===== src/pwr_pkg.sv =====
// Shared constants and types for the power switch state control
package pwr_pkg;

    // Standby clock rate
    localparam int unsigned CLK_HZ          = 10_000_000;
    localparam int unsigned CYC_PER_MS      = CLK_HZ / 1000;

    // Press timing in milliseconds, as the figures are given
    localparam int unsigned SHORT_HOLD_MS   = 4000;
    localparam int unsigned LONG_HOLD_MS    = 6000;
    localparam int unsigned DEBOUNCE_MS     = 20;

    // Cycle counts; all divide exactly at this rate, so no rounding is lost
    localparam int unsigned SHORT_HOLD_CYC  = SHORT_HOLD_MS * CYC_PER_MS;
    localparam int unsigned LONG_HOLD_CYC   = LONG_HOLD_MS * CYC_PER_MS;
    localparam int unsigned DEBOUNCE_CYC    = DEBOUNCE_MS * CYC_PER_MS;

    // Cycles after reset before the sense pins are trusted
    localparam logic [3:0]  SYNC_SETTLE_CYC = 4'h8;

    // Reset levels of the synchronised pins
    localparam logic        SW_IDLE_LEVEL   = 1'h1;
    localparam logic        SENSE_OK_LEVEL  = 1'h1;

    // Encoding of the reported system state
    localparam logic [1:0]  CODE_SOFT_OFF   = 2'h0;
    localparam logic [1:0]  CODE_WORKING    = 2'h1;
    localparam logic [1:0]  CODE_SLEEPING   = 2'h2;

    typedef enum logic [1:0] {
        st_soft_off,
        st_working,
        st_sleeping
    } pstate_e;

endpackage


===== src/sync_filter.sv =====
// Three-stage pin synchroniser with a stability filter
`timescale 1ns/1ns
module sync_filter #(
    parameter int unsigned STABLE_CYC = 1,
    parameter logic        RESET_VAL  = 1'h0
) (
    // Clock and reset
    input  wire logic core_clk,
    input  wire logic arst_n,
    // Raw pin and filtered level
    input  wire logic raw,
    output logic      level
);
    localparam int unsigned CW = $clog2(STABLE_CYC + 1);

    logic          s1;
    logic          s2;
    logic          s3;
    logic [CW-1:0] cnt;
    logic [CW-1:0] next_cnt;
    logic          next_level;

    // s1 feeds only s2; a change counts once s2 and s3 agree
    always_comb begin
        next_cnt   = '0;
        next_level = level;
        if (s2 == s3 && s3 != level) begin
            if (cnt == CW'(STABLE_CYC - 1)) begin
                next_level = s3;
            end else begin
                next_cnt = cnt + CW'(1);
            end
        end
    end

    always_ff @(posedge core_clk or negedge arst_n) begin
        if (!arst_n) begin
            s1    <= RESET_VAL;
            s2    <= RESET_VAL;
            s3    <= RESET_VAL;
            cnt   <= '0;
            level <= RESET_VAL;
        end else begin
            s1    <= raw;
            s2    <= s1;
            s3    <= s2;
            cnt   <= next_cnt;
            level <= next_level;
        end
    end

endmodule


===== src/power_switch_state_control.sv =====
// Power switch press timing and system power state control
//
// Function
// - Off, short press: power on to working
// - Working, short press: request sleep per policy
// - Working, over six seconds: forced soft-off
// - Sleeping, short press: wake to working
// - Sleeping, over six seconds: soft-off
// - Power-on allowed without clock battery
// - Battery and mains lost: clear time, flag
`timescale 1ns/1ns
module power_switch_state_control #(
    parameter int unsigned SHORT_HOLD_CYC = pwr_pkg::SHORT_HOLD_CYC,
    parameter int unsigned LONG_HOLD_CYC  = pwr_pkg::LONG_HOLD_CYC,
    parameter int unsigned DEBOUNCE_CYC   = pwr_pkg::DEBOUNCE_CYC
) (
    // Clock and reset
    input  wire logic       core_clk,
    input  wire logic       arst_n,
    // Front panel switch, low while pressed
    input  wire logic       pwr_sw_n,
    // Sense pins
    input  wire logic       rtc_batt_ok,
    input  wire logic       mains_ok,
    // Operating system
    input  wire logic       os_sleep_allow,
    input  wire logic       os_soft_off_req,
    input  wire logic       post_ack,
    // State and indications
    output logic [1:0]      sys_state,
    output logic            pwr_en,
    output logic            sleep_req,
    output logic            rtc_clear,
    output logic            time_lost
);
    localparam int unsigned CW = $clog2(LONG_HOLD_CYC + 1);

    function automatic logic [1:0] state_code(input pwr_pkg::pstate_e s);
        case (s)
            pwr_pkg::st_working:  state_code = pwr_pkg::CODE_WORKING;
            pwr_pkg::st_sleeping: state_code = pwr_pkg::CODE_SLEEPING;
            default:              state_code = pwr_pkg::CODE_SOFT_OFF;
        endcase
    endfunction

    logic            sw_level;
    logic            batt_s;
    logic            mains_s;

    // Switch filtered against bounce, sense pins only synchronised
    sync_filter #(.STABLE_CYC(DEBOUNCE_CYC), .RESET_VAL(pwr_pkg::SW_IDLE_LEVEL)) u_sw_filter (
        .core_clk (core_clk),
        .arst_n   (arst_n),
        .raw      (pwr_sw_n),
        .level    (sw_level)
    );

    sync_filter #(.STABLE_CYC(1), .RESET_VAL(pwr_pkg::SENSE_OK_LEVEL)) u_batt_sync (
        .core_clk (core_clk),
        .arst_n   (arst_n),
        .raw      (rtc_batt_ok),
        .level    (batt_s)
    );

    sync_filter #(.STABLE_CYC(1), .RESET_VAL(pwr_pkg::SENSE_OK_LEVEL)) u_mains_sync (
        .core_clk (core_clk),
        .arst_n   (arst_n),
        .raw      (mains_ok),
        .level    (mains_s)
    );

    // Press timing group
    logic            pressed;
    logic            pressed_q;
    logic [CW-1:0]   cnt;
    logic [CW-1:0]   next_cnt;
    logic            rel;
    logic            short_rel;
    logic            long_hit;

    assign pressed   = ~sw_level;
    assign rel       = pressed_q & ~pressed;
    // Count holds the press length in cycles at the release cycle
    assign short_rel = rel && (cnt < CW'(SHORT_HOLD_CYC));
    assign long_hit  = pressed && (cnt == CW'(LONG_HOLD_CYC - 1));

    // Saturation keeps a forced-off press from acting again on release
    always_comb begin
        next_cnt = '0;
        if (pressed) begin
            next_cnt = (cnt == CW'(LONG_HOLD_CYC)) ? cnt : cnt + CW'(1);
        end
    end

    always_ff @(posedge core_clk or negedge arst_n) begin
        if (!arst_n) begin
            pressed_q <= 1'b0;
            cnt       <= '0;
        end else begin
            pressed_q <= pressed;
            cnt       <= next_cnt;
        end
    end

    // Power state group
    pwr_pkg::pstate_e state;
    pwr_pkg::pstate_e next_state;
    logic [1:0]       next_sys_state;
    logic             next_pwr_en;
    logic             next_sleep_req;

    // Battery level never gates power-on, so a missing cell cannot block it
    always_comb begin
        next_state     = state;
        next_sleep_req = 1'b0;
        case (state)
            pwr_pkg::st_soft_off: begin
                if (short_rel) begin
                    next_state = pwr_pkg::st_working;
                end
            end
            pwr_pkg::st_working: begin
                if (long_hit) begin
                    next_state = pwr_pkg::st_soft_off;
                end else if (os_soft_off_req) begin
                    next_state = pwr_pkg::st_soft_off;
                end else if (short_rel) begin
                    next_sleep_req = 1'b1;
                    if (os_sleep_allow) begin
                        next_state = pwr_pkg::st_sleeping;
                    end
                end
            end
            pwr_pkg::st_sleeping: begin
                if (long_hit) begin
                    next_state = pwr_pkg::st_soft_off;
                end else if (short_rel) begin
                    next_state = pwr_pkg::st_working;
                end
            end
            default: begin
                next_state = pwr_pkg::st_soft_off;
            end
        endcase
        next_sys_state = state_code(next_state);
        next_pwr_en    = (state_code(next_state) == pwr_pkg::CODE_WORKING);
    end

    always_ff @(posedge core_clk or negedge arst_n) begin
        if (!arst_n) begin
            state     <= pwr_pkg::st_soft_off;
            sys_state <= pwr_pkg::CODE_SOFT_OFF;
            pwr_en    <= 1'b0;
            sleep_req <= 1'b0;
        end else begin
            state     <= next_state;
            sys_state <= next_sys_state;
            pwr_en    <= next_pwr_en;
            sleep_req <= next_sleep_req;
        end
    end

    // Time loss group
    logic [3:0]      settle_cnt;
    logic [3:0]      next_settle_cnt;
    logic            settled;
    logic            next_settled;
    logic            first_check;
    logic            loss_now;
    logic            loss_q;
    logic            next_rtc_clear;
    logic            next_time_lost;

    // Reset release means mains just returned; the synchronisers need time first
    assign first_check = !settled && (settle_cnt == pwr_pkg::SYNC_SETTLE_CYC - 4'h1);
    assign loss_now    = (settled || first_check) && !batt_s && (!mains_s || first_check);

    // A loss in the same cycle as the firmware ack keeps the flag set
    always_comb begin
        next_settle_cnt = settle_cnt;
        next_settled    = settled;
        if (!settled) begin
            next_settle_cnt = settle_cnt + 4'h1;
            next_settled    = first_check;
        end
        next_rtc_clear = loss_now && !loss_q;
        next_time_lost = next_rtc_clear || (time_lost && !post_ack);
    end

    always_ff @(posedge core_clk or negedge arst_n) begin
        if (!arst_n) begin
            settle_cnt <= 4'h0;
            settled    <= 1'b0;
            loss_q     <= 1'b0;
            rtc_clear  <= 1'b0;
            time_lost  <= 1'b0;
        end else begin
            settle_cnt <= next_settle_cnt;
            settled    <= next_settled;
            loss_q     <= loss_now;
            rtc_clear  <= next_rtc_clear;
            time_lost  <= next_time_lost;
        end
    end
endmodule


===== config.mk =====
export PLATFORM = sky130hd
export DESIGN_NAME = power_switch_state_control
export DESIGN_NICKNAME = d
export VERILOG_FILES = /design/src/pwr_pkg.sv /design/src/sync_filter.sv /design/src/power_switch_state_control.sv
export SDC_FILE = /design/constraint.sdc
export NUM_CORES = 1
export LEC_CHECK = 0
export BUFFER_PORTS_ARGS = -buffer_cell sky130_fd_sc_hd__buf_2
export CAP_MARGIN = 20
export CORE_MARGIN = 5
export CORE_UTILIZATION = 55
export DETAILED_ROUTE_END_ITERATION = 8
export GPL_TIMING_DRIVEN = 0
export PLACE_DENSITY_LB_ADDON = 0.05
export SLEW_MARGIN = 25
export SYNTH_ARGS = -nofsm -noshare
export SYNTH_HDL_FRONTEND = slang
export SYNTH_SLANG_ARGS = --single-unit

===== constraint.sdc =====
create_clock -name core_clk -period 3 [get_ports core_clk]
set_input_delay 0.3 -clock core_clk [delete_from_list [all_inputs] [get_ports core_clk]]
set_output_delay 0.3 -clock core_clk [all_outputs]
set_load 0.03 [all_outputs]

==> results.yml, run 1 <==
run_status:
  status: "completed"
route:
  ant_nets: 0
  wl_met1_um: 3250
  drtIter0Drc: 105
  highest_layer: "met4"
  vias_per_cell: 5.77
  wl_met2_um: 2840
  avgRoutedWirePerCell_um: 14.7
  wirelength_um: 6390
  met3_length_um: 201
  first_pass_iters: 4
  drc_errors: 0
  via_count: 2517
floorplanning:
  row_count: 28
  num_io_pins: 14
  core_area_um2: 5920
  initial_utilization_pct: 56.8
  dieArea_um2: 7770
  die_w_um: 88.2
  fp.dieH_um: 88.2
clock_network:
  clockBufferDepth: 2
  cts_tree: "yes"
  root_buffer: "clkbuf_8"
  clock_latency_ns: 0.34
  htree_levels: 3
  cts_buffers: 9
  clock-sinks: 70
  cts_setup_buffers: 0
  path_clk_slew_ns: 0.08
timing:
  rsz0062_at_grt: "false"
  fin_crit_sh_pct: 80.7
  relSlewSlack_pct: 52.3
  finClkSkew_ns: 0.00983
  setup_viol: 0
  clock.fmax_ghz: 0.413
  period_minus_slack_ns: 2.42
  drv_slew: 0
  worst_slack_ns: 0.579
  setup-tns-final_ns: 0
  max_slew.worst_pin.slew_ns: 0.709
  finalHoldViolCount: 0
setup_path:
  cp-start-kind: "register"
  startpoint: "cnt[0]"
  cp_slowest_stage_delay_ns: 0.71
  critPathSlowestCell: "nor4_1"
  r2r-start: "cnt[0]"
  crit_path_end_kind: "register"
  crit_fanout: 8
  required_ns: 3.23
  cp_cell_sequence: "ha_1, nand3_1, nor4_1, nor3b_1, mux2_2"
  worstSetupPathType: "register to register"
  critPathArrivalTime_ns: 2.65
global_route:
  antenna_found_initial: 0
  grt_overflow: 0
  grt_pass1_wl_um: 11200
  grt_usage_pct: 18.5
  grt_start_max_net_pins: 37
  grt_pass1_vias: 2414
logic_synthesis:
  syn_inst: 330
  syn_avg_cell_area_um2: 10.2
  yosysTopAreaCellShare_pct: 43.2
  synth_top_area_cell: "dfrtp_1"
  synthFlopType: "dfrtp_1"
  ys_seq_area_share_pct: 52.6
  yosys-top-cells-area: "dfrtp_1, dfstp_2, xnor2_1, nor2_1, nand4_1"
  syn_area_um2: 3360
  synth_nets: 342
  yosysWarnings: 0
  synth_edf_count: 0
  synthArstFlopShare_pct: 100
  yosysUniqueCellTypes: 55
  yosys_register_bits: 70
power_and_ir_drop:
  leakagePower_nw: 1.56
  ir_drop_uv: 403
  power_density_nw_per_um2: 501
run:
  cap_viol_max_count: 0
cells_and_area:
  antennaDiodeCount: 0
  fin_nets: 368
  area_growth_pct: 12.5
  finalNonFillerCells: 436
  drive_gt1_share_pct: 15.5
  fin_util_pct: 63.8
place:
  pre_cts_ws_ns: 0.617
  numPlacedInstances: 419
  routabilityCongestion: 0.780
  port_buffers: 13
  dp_hpwl_um: 4430
worst_hold_path:
  hold_path_class: "input port to register"
  hp-start: "mains_ok"
-- layout make-up --
cell class | count | area, um^2
inverter | 13 | 48.8
multi-input combinational | 236 | 1500
clock inverter | 7 | 104
fill | 491 | 2140
sequential | 70 | 1770
buffer | 11 | 46.3
tap | 75 | 93.8
clock buffer | 9 | 124
timing repair buffer | 15 | 97.6
-- metrics by stage --
step	hold slack [ns]	cell area [um^2]	total power, W
floorplan	0.00441	3360	0.00101
finish	0.0463	3780	0.00189
CTS	0.0310	3780	0.00191
global placement	0.346	3520	0.00104
global route	0.0226	3780	0.00197
detailed placement	0.277	3540	0.00105
-- routing by layer --
layer | GRT usage (%) | vias to the layer above
met5 | 0 | -
met4 | 8.10 | 0
met3 | 3.48 | 7
met2 | 26.9 | 34
met1 | 27.0 | 1226
li1 | - | 1250
-- placed cells by master (no fill, tap or decap), drive strengths merged, types with 3 or more instances in the layout --
master	n
a21oi	15
a31o	4
and3	5
buf	17
clkbuf	17
clkinv	3
dfrtp	58
dfstp	12
ha	4
inv	15
mux2	4
mux2i	3
nand2	19
nand2b	4
nand3	11
nand4	15
nand4b	3
nor2	37
nor2b	4
nor3	9
nor4	11
o211ai	4
o21ai	14
or3	8
or4	7
xnor2	19
xor2	6
-- final timing paths --
kind | endpoint | slack, ns | cells past startpoint
min in group asynchronous | state[1] | 0.43 | 2
worst min-delay path | u_mains_sync.s1 | 0.05 | 1
worst max-delay path | cnt[22] | 0.58 | 5
max in group asynchronous | u_sw_filter.s3 | 1.96 | 3
worst max register to register | cnt[22] | 0.58 | 5
worst min register to register | u_sw_filter.s2 | 0.36 | 0
-- critical path, delay by kind of cell, from the launching register on --
kind                       cells  cell delay, ns
and+or+nand+nor                3            1.25
DFF                            1            0.45
muxes                          1            0.35
adders and majority gates      1            0.25
-- cells in the mapped netlist (all sizes together) (5+ instances only) --
cell    number
nand3       11
xnor2       19
clkbuf       8
o21ai       14
nand4       15
xor2         6
dfrtp       58
or3          8
nand2       19
nor3         9
nor4        11
nor2        37
and3         5
a21oi       15
inv         12
or4          7
dfstp       12
-- kinds of logic (layout without fill, tap and decap cells) --
family,after synthesis,count (layout),synth area share (%)
multiplexers,7,7,2.23
adder cells (fa/ha/maj),6,6,2.08
XOR/XNOR,25,25,6.52
AO/OA/AOI/OAI,50,50,9.57
AND/OR/NAND/NOR,148,148,24.2
flip-flops,70,70,52.6
buffers and inverters,24,55,2.83
-- flip-flops by register name (all words and copies together), names as in the netlist, 2 cells and up --
register         cells
cnt                 26
settle_cnt           4
u_sw_filter.cnt     18
state                2
-- where the power goes --
group | internal [W] | total (W) | switching [W]
Combinational | 0.0000173 | 0.0000549 | 0.0000376
Clock | 0.000480 | 0.000865 | 0.000386
Sequential | 0.000965 | 0.000972 | 0.00000726
-- what timing repair did --
action / 4_1_cts / 5_1_grt
hold buffers: 1 / 0
resized for setup: 0 / 0
endpoints found under the hold margin: 26 / 0
(Power assumes the default switching activity.)
==> inputs of run 2 (changes only) <==
- clock period: 3 -> 2.05 ns (I/O delays scaled with it)
==> results.yml, run 2 (synthesized netlist as in run 1, its figures left out) <==
run_status:
  status: "complete, but fails checks"
  failed_checks: "negative setup slack"
global_route:
  grt_pass1_vias: 2413
  grt_start_max_net_pins: 37
  grt_pass1_wl_um: 11300
  grt_usage_pct: 18.5
  grt_overflow: 0
  antenna_found_initial: 0
place:
  routabilityCongestion: 0.779
  dp_hpwl_um: 4350
  port_buffers: 13
  placed_area_um2: 3540
worst_hold_path:
  min_path_cells: 2
  hold_path_class: "input port to register"
cells_and_area:
  layout_commonest_cell: "dfrtp_1"
  antennaDiodeCount: 0
  largest_reg_flops: 26
  area_growth_pct: 17.5
  drive_gt1_share_pct: 24.8
  regMostFlops: "cnt"
  final_cell_mix: "dfrtp_1, nor2_1, nand2_1, xnor2_1, a21oi_1"
  fin_util_pct: 66.7
  fin_nets: 378
  fin_area_um2: 3950
  top_regs: "cnt: 26 flops, u_sw_filter.cnt: 18 flops, settle_cnt: 4 flops"
setup_path:
  required_ns: 2.28
  cp_slowest_stage_delay_ns: 0.58
  critPathSlowestCell: "or4_4"
  path_delay_family: "simple AND/OR/NAND/NOR gates"
  cpMostUsedCell: "or4_4"
  worstSetupPathType: "register to register"
  path_depth: 4
  critPathArrivalTime_ns: 2.34
  crit_path_end_kind: "register"
  reg2regPathDepth: 4
  crit_buf_inv: 0
  cp_cell_sequence: "or4_4, or4_4, o21ai_2, mux2_4"
  crit_fanout: 5
  cp-start-kind: "register"
route:
  drtIter0Drc: 137
  ant_nets: 0
  via_count: 2590
  vias_per_cell: 5.81
  drc_errors: 0
  avgRoutedWirePerCell_um: 14.9
  wirelength_um: 6620
  first_pass_iters: 4
clock_network:
  clock_latency_ns: 0.34
  htree_levels: 3
  cts_buffers: 9
  cts_tree: "yes"
  root_buffer: "clkbuf_8"
  path_clk_slew_ns: 0.08
  clock-sinks: 70
  clockBufferDepth: 2
timing:
  hold_ws_ns: 0.0335
  max_slew.worst_pin.slew_ns: 0.499
  relSlewSlack_pct: 66.3
  drv_slew: 0
  worst_slack_ns: -0.0614
  clock.fmax_ghz: 0.474
  fin_crit_sh_pct: 103
  period_minus_slack_ns: 2.11
  finalHoldViolCount: 0
  rsz0062_at_grt: "true"
  setup-tns-final_ns: -0.0614
  finClkSkew_ns: 0.0119
  setup_viol: 1
power_and_ir_drop:
  power_density_nw_per_um2: 648
  ir_drop_uv: 544
  leakagePower_nw: 1.65
  power.total_w: 0.00256
run:
  cap_viol_max_count: 0
floorplanning:
  dieArea_um2: 7770
  row_count: 28
  die_w_um: 88.2
  initial_utilization_pct: 56.8
  num_io_pins: 14
  fp.dieH_um: 88.2
  core_area_um2: 5920
-- run 2: path summary, 6_finish.rpt --
| path | startpoint | endpoint | slack (ns) |
|---|---|---|---|
| max in group asynchronous | arst_n | u_sw_filter.s3 | 1.10 |
| hold / removal | post_ack | time_lost | 0.03 |
| hold reg to reg | u_sw_filter.s1 | u_sw_filter.s2 | 0.36 |
| setup / recovery | cnt[14] | cnt[2] | -0.06 |
| min in group asynchronous | arst_n | state[1] | 0.34 |
| setup reg to reg | cnt[14] | cnt[2] | -0.06 |
-- run 2: power breakdown --
part / internal, W / switching, W
Clock: 0.000466 / 0.000585
Combinational: 0.0000289 / 0.0000562
Sequential: 0.00141 / 0.0000105
Total: 0.00191 / 0.000652
-- run 2: area by class of cell --
class	instances	area, um^2
multi-input cells	236	1590
plain buffers	6	30.0
flip-flops and latches	70	1780
inverters	13	48.8
repair buffers	30	221
well taps	75	93.8
clock buffers	9	124
fillers	462	1970
clock inverters	7	62.6
-- run 2: per-stage QoR --
stage	instances	worst slack, ns
2_1_floorplan	330	-0.0917
3_3_place_gp	418	-0.319
3_5_place_dp	419	-0.338
4_1_cts	444	-0.0956
6_report	446	-0.0614
5_1_grt	446	-0.106
-- run 2: layer usage --
metal	vias to the layer above	global-route usage (%)	wire (um)	part of all wire (%)
li1	1274	-	-	-
met1	1266	28.0	3430	52
met2	39	26.4	2890	44
met3	11	2.82	200	3.0
met4	0	7.83	108	1.6
met5	-	0	0	0
-- run 2: timing repair --
item	in CTS	in global routing
endpoints found under the hold margin	29	0
endpoints found under the setup margin	36	28
buffers inserted	7	5
pin swaps	5	3
resized for setup	16	18
hold buffers	4	0
gates cloned	0	0
==> inputs of run 3 (changes only) <==
- CORE_UTILIZATION: 55 -> 40
- TNS_END_PERCENT: not set -> 30
==> results.yml, run 3 (synthesized netlist as in run 1, its figures left out) <==
run_status:
  status: "complete, but fails checks"
  failed_checks: "negative setup slack"
timing:
  hold_ws_ns: 0.0318
  worst_slack_ns: -0.0496
  rsz0062_at_grt: "true"
  drv_slew: 0
  relSlewSlack_pct: 64.3
  clock.fmax_ghz: 0.476
  period_minus_slack_ns: 2.10
  setup-tns-final_ns: -0.0496
  setup_viol: 1
  max_slew.worst_pin.slew_ns: 0.528
  fin_crit_sh_pct: 102
  finClkSkew_ns: 0.00983
  finalHoldViolCount: 0
setup_path:
  crit_fanout: 6
  critPathSlowestCell: "or4_4"
  path_delay_family: "simple AND/OR/NAND/NOR gates"
  worstSetupPathType: "register to register"
  r2r-start: "cnt[13]"
  cpMostUsedCell: "or4_4"
  cp_cell_sequence: "or4_4, or4_4, o21ai_2, mux2_4"
  r2r_end: "cnt[2]"
  required_ns: 2.29
  critPathArrivalTime_ns: 2.33
  reg2regPathDepth: 4
  cp_slowest_stage_delay_ns: 0.59
  crit_buf_inv: 0
  cp-start-kind: "register"
  r2r_setup_slack_ns: -0.05
  crit_path_end_kind: "register"
cells_and_area:
  final_cell_mix: "dfrtp_1, nor2_1, nand2_1, xnor2_1"
  fillerInstances: 767
  layout_commonest_cell: "dfrtp_1"
  top_regs: "cnt: 26 flops, u_sw_filter.cnt: 18 flops, settle_cnt: 4 flops"
  regMostFlops: "cnt"
  largest_reg_flops: 26
  fin_area_um2: 4000
  fin_nets: 373
  area_growth_pct: 18.9
  drive_gt1_share_pct: 23.5
  antennaDiodeCount: 0
clock_network:
  clock_latency_ns: 0.35
  clock-sinks: 70
  root_buffer: "clkbuf_8"
  clockBufferDepth: 2
  htree_levels: 3
  path_clk_slew_ns: 0.08
  cts_tree: "yes"
  cts_buffers: 9
power_and_ir_drop:
  power.switching_w: 0.000624
  power.total_w: 0.00279
  leakagePower_nw: 1.64
  combinationalPowerShare_pct: 3.1
  p_seq_share_pct: 50.9
  ir_drop_uv: 378
  swShare_pct: 22.3
  internal_power_w: 0.00217
  power_density_nw_per_um2: 699
  p_clk_share_pct: 46.0
worst_hold_path:
  min_path_cells: 2
  hold_path_class: "input port to register"
  hp-start: "post_ack"
  holdPathEnd: "time_lost"
run:
  cap_viol_max_count: 0
global_route:
  grt_overflow: 0
  antenna_found_initial: 0
  grt_start_max_net_pins: 45
  grt_pass1_wl_um: 12400
  grt_pass1_vias: 2530
  grt_usage_pct: 15.1
route:
  via_count: 2580
  drc_errors: 0
  avgRoutedWirePerCell_um: 14.8
  first_pass_iters: 4
  wirelength_um: 6990
  drtIter0Drc: 153
  ant_nets: 0
  vias_per_cell: 5.48
floorplanning:
  core_area_um2: 8220
  num_io_pins: 14
  row_count: 33
  dieArea_um2: 10300
  fp.dieH_um: 102
  die_w_um: 102
  initial_utilization_pct: 40.9
place:
  dp_hpwl_um: 4490
  port_buffers: 13
  routabilityCongestion: 0.769
  placed_area_um2: 3590
-- run 3: timing repair --
action,in CTS,in global routing
endpoints found under the hold margin,27,0
gates resized for setup,16,20
setup endpoints to repair,36,33
hold buffers,4,0
pin swaps,3,3
setup buffers,5,1
-- run 3: worst max path at each step --
stage / start / endpoint / cells past startpoint
after CTS: cnt[13] / cnt[2] / 5
final: cnt[13] / cnt[2] / 4
after floorplan: cnt[13] / cnt[2] / 5
after global routing: cnt[13] / cnt[2] / 4
after detailed placement: u_sw_filter.level / u_sw_filter.cnt[7] / 7
after global placement: u_sw_filter.level / cnt[12] / 5
-- run 3: final cells by class --
class / count / area (um^2) / area share [%]
clock inverter: 6 / 93.8 / 2.35
multi-input combinational: 236 / 1590 / 39.8
inverter: 13 / 48.8 / 1.22
buffer: 7 / 35.0 / 0.877
timing repair buffer: 24 / 184 / 4.60
sequential: 70 / 1770 / 44.4
tap: 105 / 131 / 3.29
clock buffer: 10 / 138 / 3.45
-- run 3: routing by layer --
| metal | global-route usage (%) | wire length, um | vias to the layer above |
|---|---|---|---|
| li1 | - | - | 1269 |
| met1 | 21.0 | 3420 | 1266 |
| met2 | 23.4 | 3190 | 39 |
| met3 | 4.34 | 297 | 6 |
| met4 | 3.78 | 76 | 0 |
| met5 | 0 | 0 | - |
-- run 3: per-stage QoR --
| stage | utilization [%] | cells | setup slack, ns |
|---|---|---|---|
| after CTS | 48.1 | 471 | -0.0896 |
| after global placement | 43.3 | 448 | -0.370 |
| after detailed placement | 43.7 | 449 | -0.354 |
| after global routing | 48.6 | 471 | -0.103 |
| after floorplan | - | 330 | -0.0917 |
| final | 48.6 | 471 | -0.0496 |
-- run 3: worst register-to-register path: stages (launching register included) --
cell and delay, ns:
dfrtp_2 0.41, or4_4 0.53, or4_4 0.59, o21ai_2 0.15, mux2_4 0.31
-- run 3: power by group through the flow --
stage	registers (W)	clock network, W	logic [W]
6_report	0.00142	0.00128	0.0000865
5_1_grt	0.00143	0.00139	0.000102
4_1_cts	0.00142	0.00133	0.0000911
3_5_place_dp	0.00145	0	0.0000854
3_3_place_gp	0.00145	0	0.0000775
2_1_floorplan	0.00146	0	0.0000213
